==> src/inc/refresh_pkg.sv <==
// Behaviour
// - control register zero on power-on, standby
// - enable bit selects refresh or interval timer
// - normal address mode forbids all refresh
// - row-column wait adds one state
// - kind bit picks normal or self refresh
// - counter equal period sets match flag
// - flag clears by read-one then write-zero
// - irq enable gates the match interrupt
// - irq enable forced zero while refreshing
// - select picks stop or seven divided clocks
// - counting starts on nonzero select, halts zero
// - eight-bit counter, one step per tick
// - match clears counter; period is value plus one
// - match with enable starts one refresh
// - match with irq enable raises interrupt
// - counter zero on power-on, standby
// - period all ones on power-on, standby
// - wait field adds zero to three states
package refresh_pkg;

  // ==========================================================
  // register map
  localparam logic [3:0] ADDR_CONTROL = 4'h0;
  localparam logic [3:0] ADDR_COUNT   = 4'h4;
  localparam logic [3:0] ADDR_PERIOD  = 4'h8;
  localparam logic [3:0] ADDR_WAIT    = 4'hC;

  localparam logic [7:0] CONTROL_RST = 8'h00;
  localparam logic [7:0] COUNT_RST   = 8'h00;
  localparam logic [7:0] PERIOD_RST  = 8'hFF;
  localparam logic [1:0] WAIT_RST    = 2'h0;
  localparam logic [1:0] WAIT_FIRST  = 2'h1;

  // ==========================================================
  // control register fields
  localparam int CTL_ENABLE = 7;
  localparam int CTL_RCW    = 6;
  localparam int CTL_KIND   = 5;
  localparam int CTL_FLAG   = 4;
  localparam int CTL_IRQEN  = 3;

  typedef struct packed {
    logic       refresh_ctrl_enable;
    logic       row_column_refresh_wait;
    logic       refresh_kind_select;
    logic       match_flag;
    logic       match_irq_enable;
    logic       count_clock_sel_hi;
    logic       count_clock_sel_mid;
    logic       count_clock_sel_lo;
  } control_t;

  typedef struct packed {
    logic        cyc;
    logic        stb;
    logic        we;
    logic [3:0]  adr;
    logic [3:0]  sel;
    logic [31:0] dat;
  } wb_req_t;

  // ==========================================================
  // prescaler taps: log2 of each divisor, select 1 to 7
  localparam int PRESCALE_W = 12;
  localparam logic [2:0] SEL_STOP = 3'h0;
  localparam int TAP_LOG2 [8] = '{0, 1, 3, 5, 7, 9, 11, 12};

  typedef enum {
    RF_IDLE, RF_REQ, RF_CAS, RF_RCW, RF_RAS, RF_WAIT, RF_PRE, RF_SELF
  } refresh_state_t;

endpackage : refresh_pkg

==> src/refresh_timer.sv <==
// Our own choices: the register addresses and the Wishbone slave port.
`timescale 1ns/100ps
module refresh_timer
  import refresh_pkg::*;
#(
  parameter int DIV_W = refresh_pkg::PRESCALE_W
) (
  input  wire logic              core_clk,        // system clock
  input  wire logic              sys_rst,         // power-on reset, sync
  input  wire logic              clk_en,          // freeze when low
  input  wire logic              hw_standby_pin,  // standby pin, async
  input  wire logic              normal_mode,     // 64-kbyte mode
  input  refresh_pkg::wb_req_t   wb_i,            // wishbone request
  output logic [31:0]            wb_dat_o,        // wishbone read data
  output logic                   wb_ack_o,        // wishbone ack
  output logic                   refresh_req,     // refresh bus request
  input  wire logic              refresh_grant,   // bus granted
  output logic                   refresh_self_ff, // self refresh active
  output logic                   cas_n_ff,        // column strobe
  output logic                   ras_n_ff,        // row strobe
  output logic                   match_interrupt  // compare-match irq
);

  // ==========================================================
  // standby synchroniser
  logic stby_meta_ff;
  logic stby_ff;

  always_ff @(posedge core_clk) begin
    if (sys_rst) begin
      stby_meta_ff <= 1'b0;
      stby_ff      <= 1'b0;
    end else if (clk_en) begin
      stby_meta_ff <= hw_standby_pin;
      stby_ff      <= stby_meta_ff;
    end
  end

  // power-on reset and hardware standby act alike
  logic init;
  assign init = sys_rst | stby_ff;

  // ==========================================================
  // wishbone slave
  logic        ack_ff;
  logic [31:0] rd_ff;
  logic        req;
  logic        fire;
  logic        wr;
  logic        take;
  logic        wr_control;
  logic        wr_count;
  logic        wr_period;
  logic        wr_wait;
  logic        rd_control;

  assign req      = wb_i.cyc & wb_i.stb;
  assign fire     = req & ack_ff;
  assign wr       = fire & wb_i.we & wb_i.sel[0];
  assign wb_ack_o = ack_ff;
  assign wb_dat_o = rd_ff;

  function automatic logic hit(input logic [3:0] a, input logic [3:0] r);
    hit = (a == r);
  endfunction : hit

  // reads are taken before ack, writes land with ack
  assign take       = req & ~ack_ff;
  assign wr_control = wr & hit(wb_i.adr, ADDR_CONTROL);
  assign wr_count   = wr & hit(wb_i.adr, ADDR_COUNT);
  assign wr_period  = wr & hit(wb_i.adr, ADDR_PERIOD);
  assign wr_wait    = wr & hit(wb_i.adr, ADDR_WAIT);
  assign rd_control = take & ~wb_i.we & hit(wb_i.adr, ADDR_CONTROL);

  always_ff @(posedge core_clk) begin
    if (sys_rst) begin
      ack_ff <= 1'b0;
    end else if (clk_en) begin
      ack_ff <= req & ~ack_ff;
    end
  end

  // ==========================================================
  // registers
  control_t   ctl_ff;
  logic [7:0] count_ff;
  logic [7:0] period_ff;
  logic [1:0] wait_ff;
  logic       armed_ff;
  logic       tick;
  logic       tick_raw;
  logic       match;
  logic [2:0] clk_sel;
  logic       refreshing;

  assign clk_sel    = {ctl_ff.count_clock_sel_hi, ctl_ff.count_clock_sel_mid, ctl_ff.count_clock_sel_lo};
  assign refreshing = ctl_ff.refresh_ctrl_enable & ~normal_mode;
  assign match      = tick & (count_ff == period_ff);

  always_ff @(posedge core_clk) begin
    if (sys_rst) begin
      rd_ff <= '0;
    end else if (clk_en) begin
      if (req & ~ack_ff) begin
        if (hit(wb_i.adr, ADDR_CONTROL)) begin
          rd_ff <= {24'h0, ctl_ff};
        end else if (hit(wb_i.adr, ADDR_COUNT)) begin
          rd_ff <= {24'h0, count_ff};
        end else if (hit(wb_i.adr, ADDR_PERIOD)) begin
          rd_ff <= {24'h0, period_ff};
        end else if (hit(wb_i.adr, ADDR_WAIT)) begin
          rd_ff <= {30'h0, wait_ff};
        end else begin
          rd_ff <= '0;
        end
      end
    end
  end

  // control register: everything but the flag
  always_ff @(posedge core_clk) begin
    if (init) begin
      ctl_ff.refresh_ctrl_enable     <= CONTROL_RST[CTL_ENABLE];
      ctl_ff.row_column_refresh_wait <= CONTROL_RST[CTL_RCW];
      ctl_ff.refresh_kind_select     <= CONTROL_RST[CTL_KIND];
      ctl_ff.match_irq_enable        <= CONTROL_RST[CTL_IRQEN];
      {ctl_ff.count_clock_sel_hi, ctl_ff.count_clock_sel_mid, ctl_ff.count_clock_sel_lo} <= CONTROL_RST[2:0];
    end else if (clk_en) begin
      if (wr_control) begin
        ctl_ff.refresh_ctrl_enable     <= wb_i.dat[CTL_ENABLE];
        ctl_ff.row_column_refresh_wait <= wb_i.dat[CTL_RCW];
        ctl_ff.refresh_kind_select     <= wb_i.dat[CTL_KIND];
        ctl_ff.match_irq_enable        <= wb_i.dat[CTL_IRQEN] & ~wb_i.dat[CTL_ENABLE];
        {ctl_ff.count_clock_sel_hi, ctl_ff.count_clock_sel_mid, ctl_ff.count_clock_sel_lo} <= wb_i.dat[2:0];
      end else if (ctl_ff.refresh_ctrl_enable) begin
        ctl_ff.match_irq_enable <= 1'b0;
      end
    end
  end

  // match flag: a set wins over a clear in the same cycle
  always_ff @(posedge core_clk) begin
    if (init) begin
      ctl_ff.match_flag <= CONTROL_RST[CTL_FLAG];
    end else if (clk_en) begin
      if (match) begin
        ctl_ff.match_flag <= 1'b1;
      end else if (wr_control && !wb_i.dat[CTL_FLAG] && armed_ff) begin
        ctl_ff.match_flag <= 1'b0;
      end
    end
  end

  // clear is armed by a read that saw the flag at one
  always_ff @(posedge core_clk) begin
    if (init) begin
      armed_ff <= 1'b0;
    end else if (clk_en) begin
      if (!ctl_ff.match_flag) begin
        armed_ff <= 1'b0;
      end else if (rd_control) begin
        armed_ff <= 1'b1;
      end
    end
  end

  refresh_prescaler #(
    .WIDTH (DIV_W)
  ) u_prescaler (
    .core_clk (core_clk),
    .sys_rst  (init),
    .clk_en   (clk_en),
    .sel      (clk_sel),
    .tick_ff  (tick_raw)
  );

  // the prescaler tick lags the select by a cycle; a stop must bite at once
  assign tick = tick_raw & (clk_sel != SEL_STOP);

  // counter: software write, then match clear, then count
  always_ff @(posedge core_clk) begin
    if (init) begin
      count_ff <= COUNT_RST;
    end else if (clk_en) begin
      if (wr_count) begin
        count_ff <= wb_i.dat[7:0];
      end else if (match) begin
        count_ff <= COUNT_RST;
      end else if (tick) begin
        count_ff <= count_ff + 8'h01;
      end
    end
  end

  always_ff @(posedge core_clk) begin
    if (init) begin
      period_ff <= PERIOD_RST;
    end else if (clk_en && wr_period) begin
      period_ff <= wb_i.dat[7:0];
    end
  end

  always_ff @(posedge core_clk) begin
    if (init) begin
      wait_ff <= WAIT_RST;
    end else if (clk_en && wr_wait) begin
      wait_ff <= wb_i.dat[1:0];
    end
  end

  always_ff @(posedge core_clk) begin
    if (init) begin
      match_interrupt <= 1'b0;
    end else if (clk_en) begin
      match_interrupt <= ctl_ff.match_flag & ctl_ff.match_irq_enable & ~ctl_ff.refresh_ctrl_enable;
    end
  end

  // ==========================================================
  // refresh sequencer
  refresh_state_t state_ff;
  refresh_state_t nxt_state;
  logic           pending_ff;
  logic [1:0]     wcnt_ff;

  assign refresh_req = (state_ff == RF_REQ);

  // a match while a cycle runs is kept and served after it
  always_ff @(posedge core_clk) begin
    if (init) begin
      pending_ff <= 1'b0;
    end else if (clk_en) begin
      if (match && refreshing) begin
        pending_ff <= 1'b1;
      end else if (state_ff == RF_IDLE) begin
        pending_ff <= 1'b0;
      end
    end
  end

  always_comb begin
    nxt_state = state_ff;
    case (state_ff)
      RF_IDLE: begin
        if (pending_ff && refreshing) begin
          nxt_state = RF_REQ;
        end
      end
      RF_REQ: begin
        if (refresh_grant) begin
          nxt_state = RF_CAS;
        end
      end
      RF_CAS: begin
        if (ctl_ff.row_column_refresh_wait) begin
          nxt_state = RF_RCW;
        end else begin
          nxt_state = RF_RAS;
        end
      end
      RF_RCW: begin
        nxt_state = RF_RAS;
      end
      RF_RAS: begin
        if (ctl_ff.refresh_kind_select) begin
          nxt_state = RF_SELF;
        end else if (wait_ff != WAIT_RST) begin
          nxt_state = RF_WAIT;
        end else begin
          nxt_state = RF_PRE;
        end
      end
      RF_WAIT: begin
        if (wcnt_ff == wait_ff) begin
          nxt_state = RF_PRE;
        end
      end
      RF_SELF: begin
        if (!refreshing || !ctl_ff.refresh_kind_select) begin
          nxt_state = RF_PRE;
        end
      end
      RF_PRE: begin
        nxt_state = RF_IDLE;
      end
      default: begin
        nxt_state = RF_IDLE;
      end
    endcase
  end

  always_ff @(posedge core_clk) begin
    if (init) begin
      state_ff <= RF_IDLE;
    end else if (clk_en) begin
      state_ff <= nxt_state;
    end
  end

  // wait states count from one; the external wait pin plays no part
  always_ff @(posedge core_clk) begin
    if (init) begin
      wcnt_ff <= WAIT_FIRST;
    end else if (clk_en) begin
      if (state_ff == RF_WAIT) begin
        wcnt_ff <= wcnt_ff + 2'h1;
      end else begin
        wcnt_ff <= WAIT_FIRST;
      end
    end
  end

  // ==========================================================
  // memory strobes, launched from the next state so they meet it
  function automatic logic cas_active(input refresh_state_t s);
    cas_active = (s inside {RF_CAS, RF_RCW, RF_RAS, RF_WAIT, RF_SELF});
  endfunction : cas_active

  function automatic logic ras_active(input refresh_state_t s);
    ras_active = (s inside {RF_RAS, RF_WAIT, RF_SELF});
  endfunction : ras_active

  always_ff @(posedge core_clk) begin
    if (init) begin
      cas_n_ff <= 1'b1;
    end else if (clk_en) begin
      cas_n_ff <= !cas_active(nxt_state);
    end
  end

  always_ff @(posedge core_clk) begin
    if (init) begin
      ras_n_ff <= 1'b1;
    end else if (clk_en) begin
      ras_n_ff <= !ras_active(nxt_state);
    end
  end

  always_ff @(posedge core_clk) begin
    if (init) begin
      refresh_self_ff <= 1'b0;
    end else if (clk_en) begin
      refresh_self_ff <= (nxt_state == RF_SELF);
    end
  end

endmodule : refresh_timer

==> src/refresh_prescaler.sv <==
`timescale 1ns/100ps
module refresh_prescaler
  import refresh_pkg::*;
#(
  parameter int WIDTH = refresh_pkg::PRESCALE_W
) (
  input  wire logic       core_clk,  // system clock
  input  wire logic       sys_rst,   // sync reset
  input  wire logic       clk_en,    // freeze when low
  input  wire logic [2:0] sel,       // divider select
  output logic            tick_ff    // one-cycle tick
);

  logic [WIDTH-1:0] div_ff;

  // mask of low bits that must all be one for a tap tick
  function automatic logic [WIDTH-1:0] tap_mask(input logic [2:0] s);
    tap_mask = (WIDTH'(1) << TAP_LOG2[s]) - WIDTH'(1);
  endfunction : tap_mask

  always_ff @(posedge core_clk) begin
    if (sys_rst) begin
      div_ff <= '0;
    end else if (clk_en) begin
      div_ff <= div_ff + WIDTH'(1);
    end
  end

  always_ff @(posedge core_clk) begin
    if (sys_rst) begin
      tick_ff <= 1'b0;
    end else if (clk_en) begin
      tick_ff <= (sel != SEL_STOP) && ((div_ff & tap_mask(sel)) == tap_mask(sel));
    end
  end

endmodule : refresh_prescaler

==> config.mk <==
export PLATFORM = sky130hd
export DESIGN_NAME = refresh_timer
export DESIGN_NICKNAME = d
export VERILOG_FILES = /design/src/inc/refresh_pkg.sv /design/src/refresh_timer.sv /design/src/refresh_prescaler.sv
export SDC_FILE = /design/constraint.sdc
export NUM_CORES = 1
export LEC_CHECK = 0
export BUFFER_PORTS_ARGS = -buffer_cell sky130_fd_sc_hd__buf_2
export CORE_AREA = 3 3 93 95
export CTS_BUF_LIST = sky130_fd_sc_hd__clkbuf_16
export DETAILED_ROUTE_END_ITERATION = 7
export DIE_AREA = 0 0 96 98
export PLACE_DENSITY = 0.92
export SYNTH_ARGS = -nofsm -noshare
export SYNTH_HDL_FRONTEND = slang
export SYNTH_SLANG_ARGS = --single-unit
==> constraint.sdc <==
create_clock -name core_clk -period 7.83 [get_ports core_clk]
set_input_delay 1.9575 -clock core_clk [delete_from_list [all_inputs] [get_ports core_clk]]
set_output_delay 1.9575 -clock core_clk [all_outputs]
set_load 0.01 [all_outputs]
==> flow_summary.json, run 1 <==
{
  "synthCells": 533,
  "portBuffers": 35,
  "syn_avg_cell_area_um2": 8.49,
  "yosys.cell_types.count": 58,
  "holdPathEnd": "match_interrupt",
  "dp.cells": 643,
  "worst_pin_slew_ps": 1200,
  "grt_pass1_vias": 3717,
  "die-area_mm2": 0.00941,
  "crit_required_ps": 8040,
  "syn_to_final_growth_pct": 8.88,
  "crit_fanout": 37,
  "route.detailed.drc": 0,
  "ys_seq_area_share_pct": 39.8,
  "status": "complete, no violations",
  "cpMaxStageDelayCell": "clkinv_1",
  "clock-sinks": 90,
  "min_path_cells": 2,
  "initial_core_util_pct": 57.9,
  "cp_data_arrival_time_ps": 4390,
  "wl_per_cell_um": 16.4,
  "drv_slew": 0,
  "power_leakage_nw": 2.13,
  "hold_path.class": "reg2reg",
  "critPathMaxStageDelay_ps": 790,
  "nets": 610,
  "finalSetupViolations": 0,
  "synth_top_cell_area_share_pct": 39.8,
  "post-cts-setup-buffers": 0,
  "wirelength_um": 10800,
  "synth.top_cells.by_area": "dfxtp_1 (40%), and3_1 (5.4%), nor2_1 (4.6%)",
  "antenna_cells": 0,
  "fin_crit_sh_pct": 53.4,
  "path_clk_slew_ps": 70,
  "drive_gt1_share_pct": 12.4,
  "num_vias": 4028,
  "antenna_left": 0,
  "synth_commonest_cells": "dfxtp_1 (90), nor2_1 (56), nand2_1 (44), and3_1 (39), nand3_1 (36)",
  "grt_max_degree": 48,
  "reg2reg_from": "clk_sel[0]",
  "fin_skew_ps": 8.30,
  "worstSkewPairLatency_ps": 340,
  "cts_buffer_depth": 2,
  "maxCapViolations": 0,
  "syn-cell-area_mm2": 0.00452,
  "fin_crit_ps": 4180,
  "cts_tree": "yes",
  "cts_htree_levels": 3,
  "grt_use_total_pct": 23.9,
  "synth_edf_count": 0,
  "ctsResizeCount": 0,
  "grt_pass1_wl_um": 17900,
  "dp_hpwl_um": 7330,
  "die_h_um": 98,
  "rsz0062_at_grt": "no",
  "fmax_mhz": 239,
  "first_pass_iters": 5,
  "crit_type": "in2reg",
  "timing_hold_violations_final": 0,
  "r2r_slack_ps": 4600,
  "peakVddDrop_v": 0.000156,
  "fp.dieW_um": 96,
  "rows": 32,
  "synth_top_area_cell": "dfxtp_1",
  "power_density_mw_per_mm2": 188,
  "grt_antenna_before_repair": 0,
  "gp_congestion": 0.865,
  "ys.flop_type": "dfxtp_1",
  "path_cells": "buf_2, clkinv_1, nor3_1, nand3_1, xor2_1, nor2_1",
  "reg2reg_to": "u_prescaler.tick_ff",
  "viasPerCell": 6.11,
  "cts_buffers": 9,
  "dr.first_iter.drc_count": 347,
  "ys_ff_latch": 90,
  "min_from": "match_interrupt",
  "startpoint_type": "input port",
  "ys.warnings.count": 0,
  "endpoint_kind": "register",
  "timing.slew.headroom_pct": 19.2,
  "r2r_cells": 9,
  "io_pins": 87,
  "core_area_mm2": 0.00781,
  "clockRootBuffer": "clkbuf_16",
  "hold_buffers": 0,
  "synth.most_common_cell": "dfxtp_1",
  "overflow": 0,
  "fin_tns_setup_ps": 0,
  "fin_cells": 659,
  "synthArstFlopShare_pct": 0
}
report_power, final:
group | leakage (nW) | internal [mW] | switching (mW) | total, mW
registers | 0.726 | 0.460 | 0.00192 | 0.461
clock network | 0.145 | 0.224 | 0.197 | 0.421
logic | 1.26 | 0.0121 | 0.0318 | 0.0439
worst max-delay path, delay by kind of cell:
kind                   cells  cell delay, ps
buffers and inverters      2            1200
AND/OR/NAND/NOR            3            1030
XOR/XNOR                   1             180
layer usage:
metal  vias to the layer above  routed length [um]  GRT usage (%)
met3                        31                 950           5.24
met2                       201                5200           37.1
met5                         -                   0              0
met1                      1902                4380           31.6
li1                       1894                   -              -
met4                         0                 269           10.4
through the flow:
step	instance area [um2]	setup slack, ps	hold slack (ps)	power, mW	utilization (%)
after global placement	4630	3480	456	0.514	59.4
after global routing	4930	3390	490	0.955	63.1
after floorplan	4610	4580	438	0.509	-
after detailed placement	4630	3320	454	0.515	59.4
final	4930	3650	465	0.926	63.1
after CTS	4930	3670	465	0.929	63.1
cells in the final DEF, fill, tap and decap left out, types with 4 or more instances in the layout:
master | Yosys | routed
nor2b_1 | 5 | 5
nor4_1 | 12 | 12
nand3_1 | 36 | 36
nand2b_1 | 5 | 5
clkbuf_16 | 0 | 9
ha_1 | 9 | 9
nand4_1 | 4 | 4
xor2_1 | 9 | 9
a221oi_1 | 4 | 4
nor3_1 | 13 | 13
mux2i_1 | 17 | 17
buf_2 | 0 | 35
and2_1 | 6 | 6
dfxtp_1 | 90 | 90
xnor2_1 | 16 | 16
o21ai_0 | 21 | 21
a22oi_1 | 9 | 9
a31oi_1 | 6 | 6
nand4b_1 | 5 | 5
inv_1 | 10 | 10
conb_1 | 1 | 24
nor2_1 | 56 | 55
nand2_1 | 44 | 44
a211oi_1 | 5 | 5
and3_1 | 39 | 39
a21oi_1 | 13 | 13
or2_2 | 4 | 4
area by class of cell:
class,count,area [um2]
timing repair buffer,38,198
fill,648,2880
tap,102,128
clock buffer,9,225
multi-input combinational,402,2470
sequential,90,1800
inverter,11,41.3
clock inverter,7,66.3
how the worst max path moves through the flow:
stage	startpoint	end	slack [ps]	cells past startpoint
2_1_floorplan	wb_i[38]	wb_dat_o[0]	4580	4
3_3_place_gp	clk_en	u_prescaler.div_ff[5]	3480	6
3_5_place_dp	clk_en	u_prescaler.div_ff[11]	3320	6
4_1_cts	clk_en	u_prescaler.div_ff[11]	3670	6
5_1_grt	clk_en	u_prescaler.div_ff[11]	3390	6
6_report	clk_en	u_prescaler.div_ff[11]	3650	6
sequential cells by signal, indices dropped and copies added, names as in the netlist, 2 cells and up:
name / count
wb_dat_o: 8
state_ff: 32
period_ff: 8
u_prescaler.div_ff: 12
count_ff: 8
wcnt_ff: 2
wait_ff: 2
ctl_ff: 5
clk_sel: 3
logic make-up (layout without fill, tap and decap cells):
logic type	Yosys count	after routing	synth area share, %
and+or+nand+nor	239	239	26.9
other	1	24	0.0829
xor gates and xnor gates	25	25	4.84
DFF	90	90	39.8
muxes	21	21	5.34
buffers and inverters	64	65	7.63
adders and majority gates	10	10	2.74
AOI/OAI and AO/OA	83	83	12.7
(Power assumes the default switching activity.)
==> inputs of run 2 (changes only) <==
--- a/config.mk
+++ b/config.mk
@@ -5,12 +5,13 @@
 export SDC_FILE = /design/constraint.sdc
 export NUM_CORES = 1
 export LEC_CHECK = 0
+export ABC_AREA = 1
 export BUFFER_PORTS_ARGS = -buffer_cell sky130_fd_sc_hd__buf_2
-export CORE_AREA = 3 3 93 95
+export CORE_AREA = 3 3 97 99
 export CTS_BUF_LIST = sky130_fd_sc_hd__clkbuf_16
 export DETAILED_ROUTE_END_ITERATION = 7
-export DIE_AREA = 0 0 96 98
-export PLACE_DENSITY = 0.92
+export DIE_AREA = 0 0 100 102
+export PLACE_DENSITY = 0.9
 export SYNTH_ARGS = -nofsm -noshare
 export SYNTH_HDL_FRONTEND = slang
 export SYNTH_SLANG_ARGS = --single-unit
==> constraint.sdc (replaced) <==
create_clock -name core_clk -period 3.9 [get_ports core_clk]
set_input_delay 0.975 -clock core_clk [delete_from_list [all_inputs] [get_ports core_clk]]
set_output_delay 0.975 -clock core_clk [all_outputs]
set_load 0.01 [all_outputs]
==> run 2 against run 1 <==
Against the previous run: cell count grew 26%; via count is 14% higher; non-clock buffer count did not move; global-route usage rose by 0.078 points; clock skew up 1.8 ps; critical path depth is 2 higher; area after synthesis grew 6.1%; worst hold slack lost 23 ps; synthesized cell count is 30% higher; die area up 8.4%.
==> flow_summary.json, run 2 <==
{
  "num_vias": 4587,
  "reg.largest.list": "state_ff: 32 flops, u_prescaler.div_ff: 12 flops",
  "die-area_mm2": 0.0102,
  "drive_gt1_share_pct": 12.8,
  "ys_ff_latch": 90,
  "drv_slew": 0,
  "top_register": "state_ff",
  "fin_cells": 833,
  "cp_data_arrival_time_ps": 1590,
  "cpMaxStageDelayCell": "dfxtp_1",
  "grt_pass1_vias": 4403,
  "path_cells": "inv_1, nand4_1, nor2_2, inv_1, nor2_1, nand2_1, inv_1, buf_2",
  "post-cts-setup-buffers": 0,
  "io_pins": 87,
  "antenna_left": 0,
  "yosys.cell_types.count": 42,
  "clock-sinks": 90,
  "power_density_mw_per_mm2": 367,
  "synth.top_cells.by_area": "dfxtp_1 (38%), nand2_1 (9.8%), inv_1 (7.1%)",
  "first_pass_iters": 6,
  "wl_per_cell_um": 14.2,
  "rsz0062_at_grt": "no",
  "cts_buffers": 9,
  "use_met2_pct": 41.3,
  "ys.warnings.count": 0,
  "gp_congestion": 0.912,
  "nets": 778,
  "synth_top_cell_area_share_pct": 37.5,
  "crit_fanout": 6,
  "syn-cell-area_mm2": 0.00480,
  "portBuffers": 35,
  "synth.most_common_cell": "nand2_1",
  "critPathMaxStageDelay_ps": 300,
  "pre_cts_ws_ps": 1150,
  "synthCells": 691,
  "path_buf_inv": 4,
  "fillCellCount": 752,
  "dp_hpwl_um": 8650,
  "multi_input_area_mm2": 0.00244,
  "timing_hold_violations_final": 0,
  "crit_type": "reg2out",
  "regArea_mm2": 0.00180,
  "peakVddDrop_v": 0.000302,
  "grt_use_total_pct": 23.9,
  "grtUsageMet3_pct": 4.91,
  "grtUsageMet1_pct": 28.5,
  "hold_buffers": 0,
  "cts_buffer_depth": 2,
  "fin_crit_sh_pct": 65.9,
  "endpoint_kind": "output pin",
  "ctsResizeCount": 0,
  "ys_seq_area_share_pct": 37.5,
  "finalSetupViolations": 0,
  "worstSkewPairLatency_ps": 340,
  "synth_edf_count": 0,
  "top_usage_layer": "met2",
  "viasPerCell": 5.51,
  "antenna_cells": 0,
  "route.detailed.drc": 0,
  "path_clk_slew_ps": 60,
  "initial_core_util_pct": 55.6,
  "grt_antenna_before_repair": 0,
  "worst_pin_slew_ps": 972,
  "grt_pass1_wl_um": 19800,
  "layout_setup_ws_ps": 1330,
  "fp.dieW_um": 100,
  "maxCapViolations": 0,
  "largest_reg_flops": 32,
  "hold_path.class": "reg2reg",
  "grt_max_degree": 48,
  "startpoint_type": "register",
  "synth_commonest_cells": "nand2_1 (125), inv_1 (91), dfxtp_1 (90), nor2_1 (74), o21ai_0 (49)",
  "fmax_mhz": 389,
  "ys.flop_type": "dfxtp_1",
  "synth_top_area_cell": "dfxtp_1",
  "core_area_mm2": 0.00864,
  "crit_required_ps": 2920,
  "final_cell_mix": "nand2_1 (125), inv_1 (91), dfxtp_1 (90)",
  "cpLargestDelayFamily": "simple AND/OR/NAND/NOR gates",
  "fin_tns_setup_ps": 0,
  "timing.slew.headroom_pct": 34.8,
  "wirelength_um": 11800,
  "synthArstFlopShare_pct": 0,
  "power_leakage_nw": 2.30,
  "dr.first_iter.drc_count": 347,
  "rows": 34,
  "status": "complete, no violations",
  "syn_avg_cell_area_um2": 6.95,
  "cts_tree": "yes",
  "cts_htree_levels": 3,
  "layout_commonest_cell": "nand2_1",
  "syn_to_final_growth_pct": 9.46,
  "die_h_um": 102,
  "dp.cells": 817,
  "timing.critical_path.mode_cell": "inv_1",
  "fin_skew_ps": 10.1,
  "overflow": 0,
  "fin_crit_ps": 2570,
  "clockRootBuffer": "clkbuf_16"
}
==> run 2: area by class of cell <==
cell class	instances	area share (%)
tap	108	2.57
inverter	100	7.24
timing repair buffer	38	3.76
clock buffer	9	4.29
sequential	90	34.3
clock inverter	7	1.33
multi-input combinational	481	46.5
==> run 2: logic make-up (layout without fill, tap and decap cells) <==
family	after synthesis	in the layout	synth area share, %
flip-flops	90	90	37.5
AO/OA/AOI/OAI	124	124	14.8
XOR/XNOR	4	4	0.730
other	1	24	0.0781
adder cells (fa/ha/maj)	9	9	2.35
buffers and inverters	143	154	13.3
AND/OR/NAND/NOR	320	320	31.2
==> run 2: stage by stage <==
step / total power [mW] / utilization [%] / cell area [um2] / hold WS (ps)
6_report: 1.93 / 60.9 / 5260 / 442
2_1_floorplan: 1.06 / - / 4890 / 420
3_3_place_gp: 1.09 / 57.4 / 4960 / 428
3_5_place_dp: 1.09 / 57.4 / 4960 / 434
4_1_cts: 1.94 / 60.9 / 5260 / 443
5_1_grt: 1.99 / 60.9 / 5260 / 464
==> run 2: where the power goes <==
group | switching, mW | internal (mW) | leakage, nW | total, mW
Combinational | 0.0977 | 0.0386 | 1.44 | 0.136
Sequential | 0.00860 | 0.932 | 0.728 | 0.940
Clock | 0.359 | 0.494 | 0.135 | 0.853
Total | 0.465 | 1.46 | 2.30 | 1.93
==> run 2: metal layers <==
layer / part of all wire, % / routed length [um]
met4: 2.7 / 314
met2: 49 / 5800
met5: 0 / 0
met1: 41 / 4840
met3: 7.1 / 842
==> run 2: worst paths after layout <==
check                                           end  cells past startpoint    startpoint  slack (ps)
worst min-delay path                   state_ff[16]                      2  state_ff[16]         440
worst max-delay path                    refresh_req                      8  state_ff[15]        1330
worst max register to register  u_prescaler.tick_ff                     17    clk_sel[0]        1350
worst min register to register         state_ff[16]                      2  state_ff[16]         440
==> run 2: worst reg2reg max path, stage by stage, from the launching register on <==
cell      delay (ps)
dfxtp_1          440
inv_1            140
ha_1             320
nand2_4          110
nand2_4           60
nor2_2           110
nand3_2          120
ha_1             320
o211ai_1          80
a21oi_1          140
nand3_1           90
nor2_1           120
nand2_1           60
clkinv_1          40
nand3_1           50
nor2_1           120
nor2_1            70
nor2_1            70
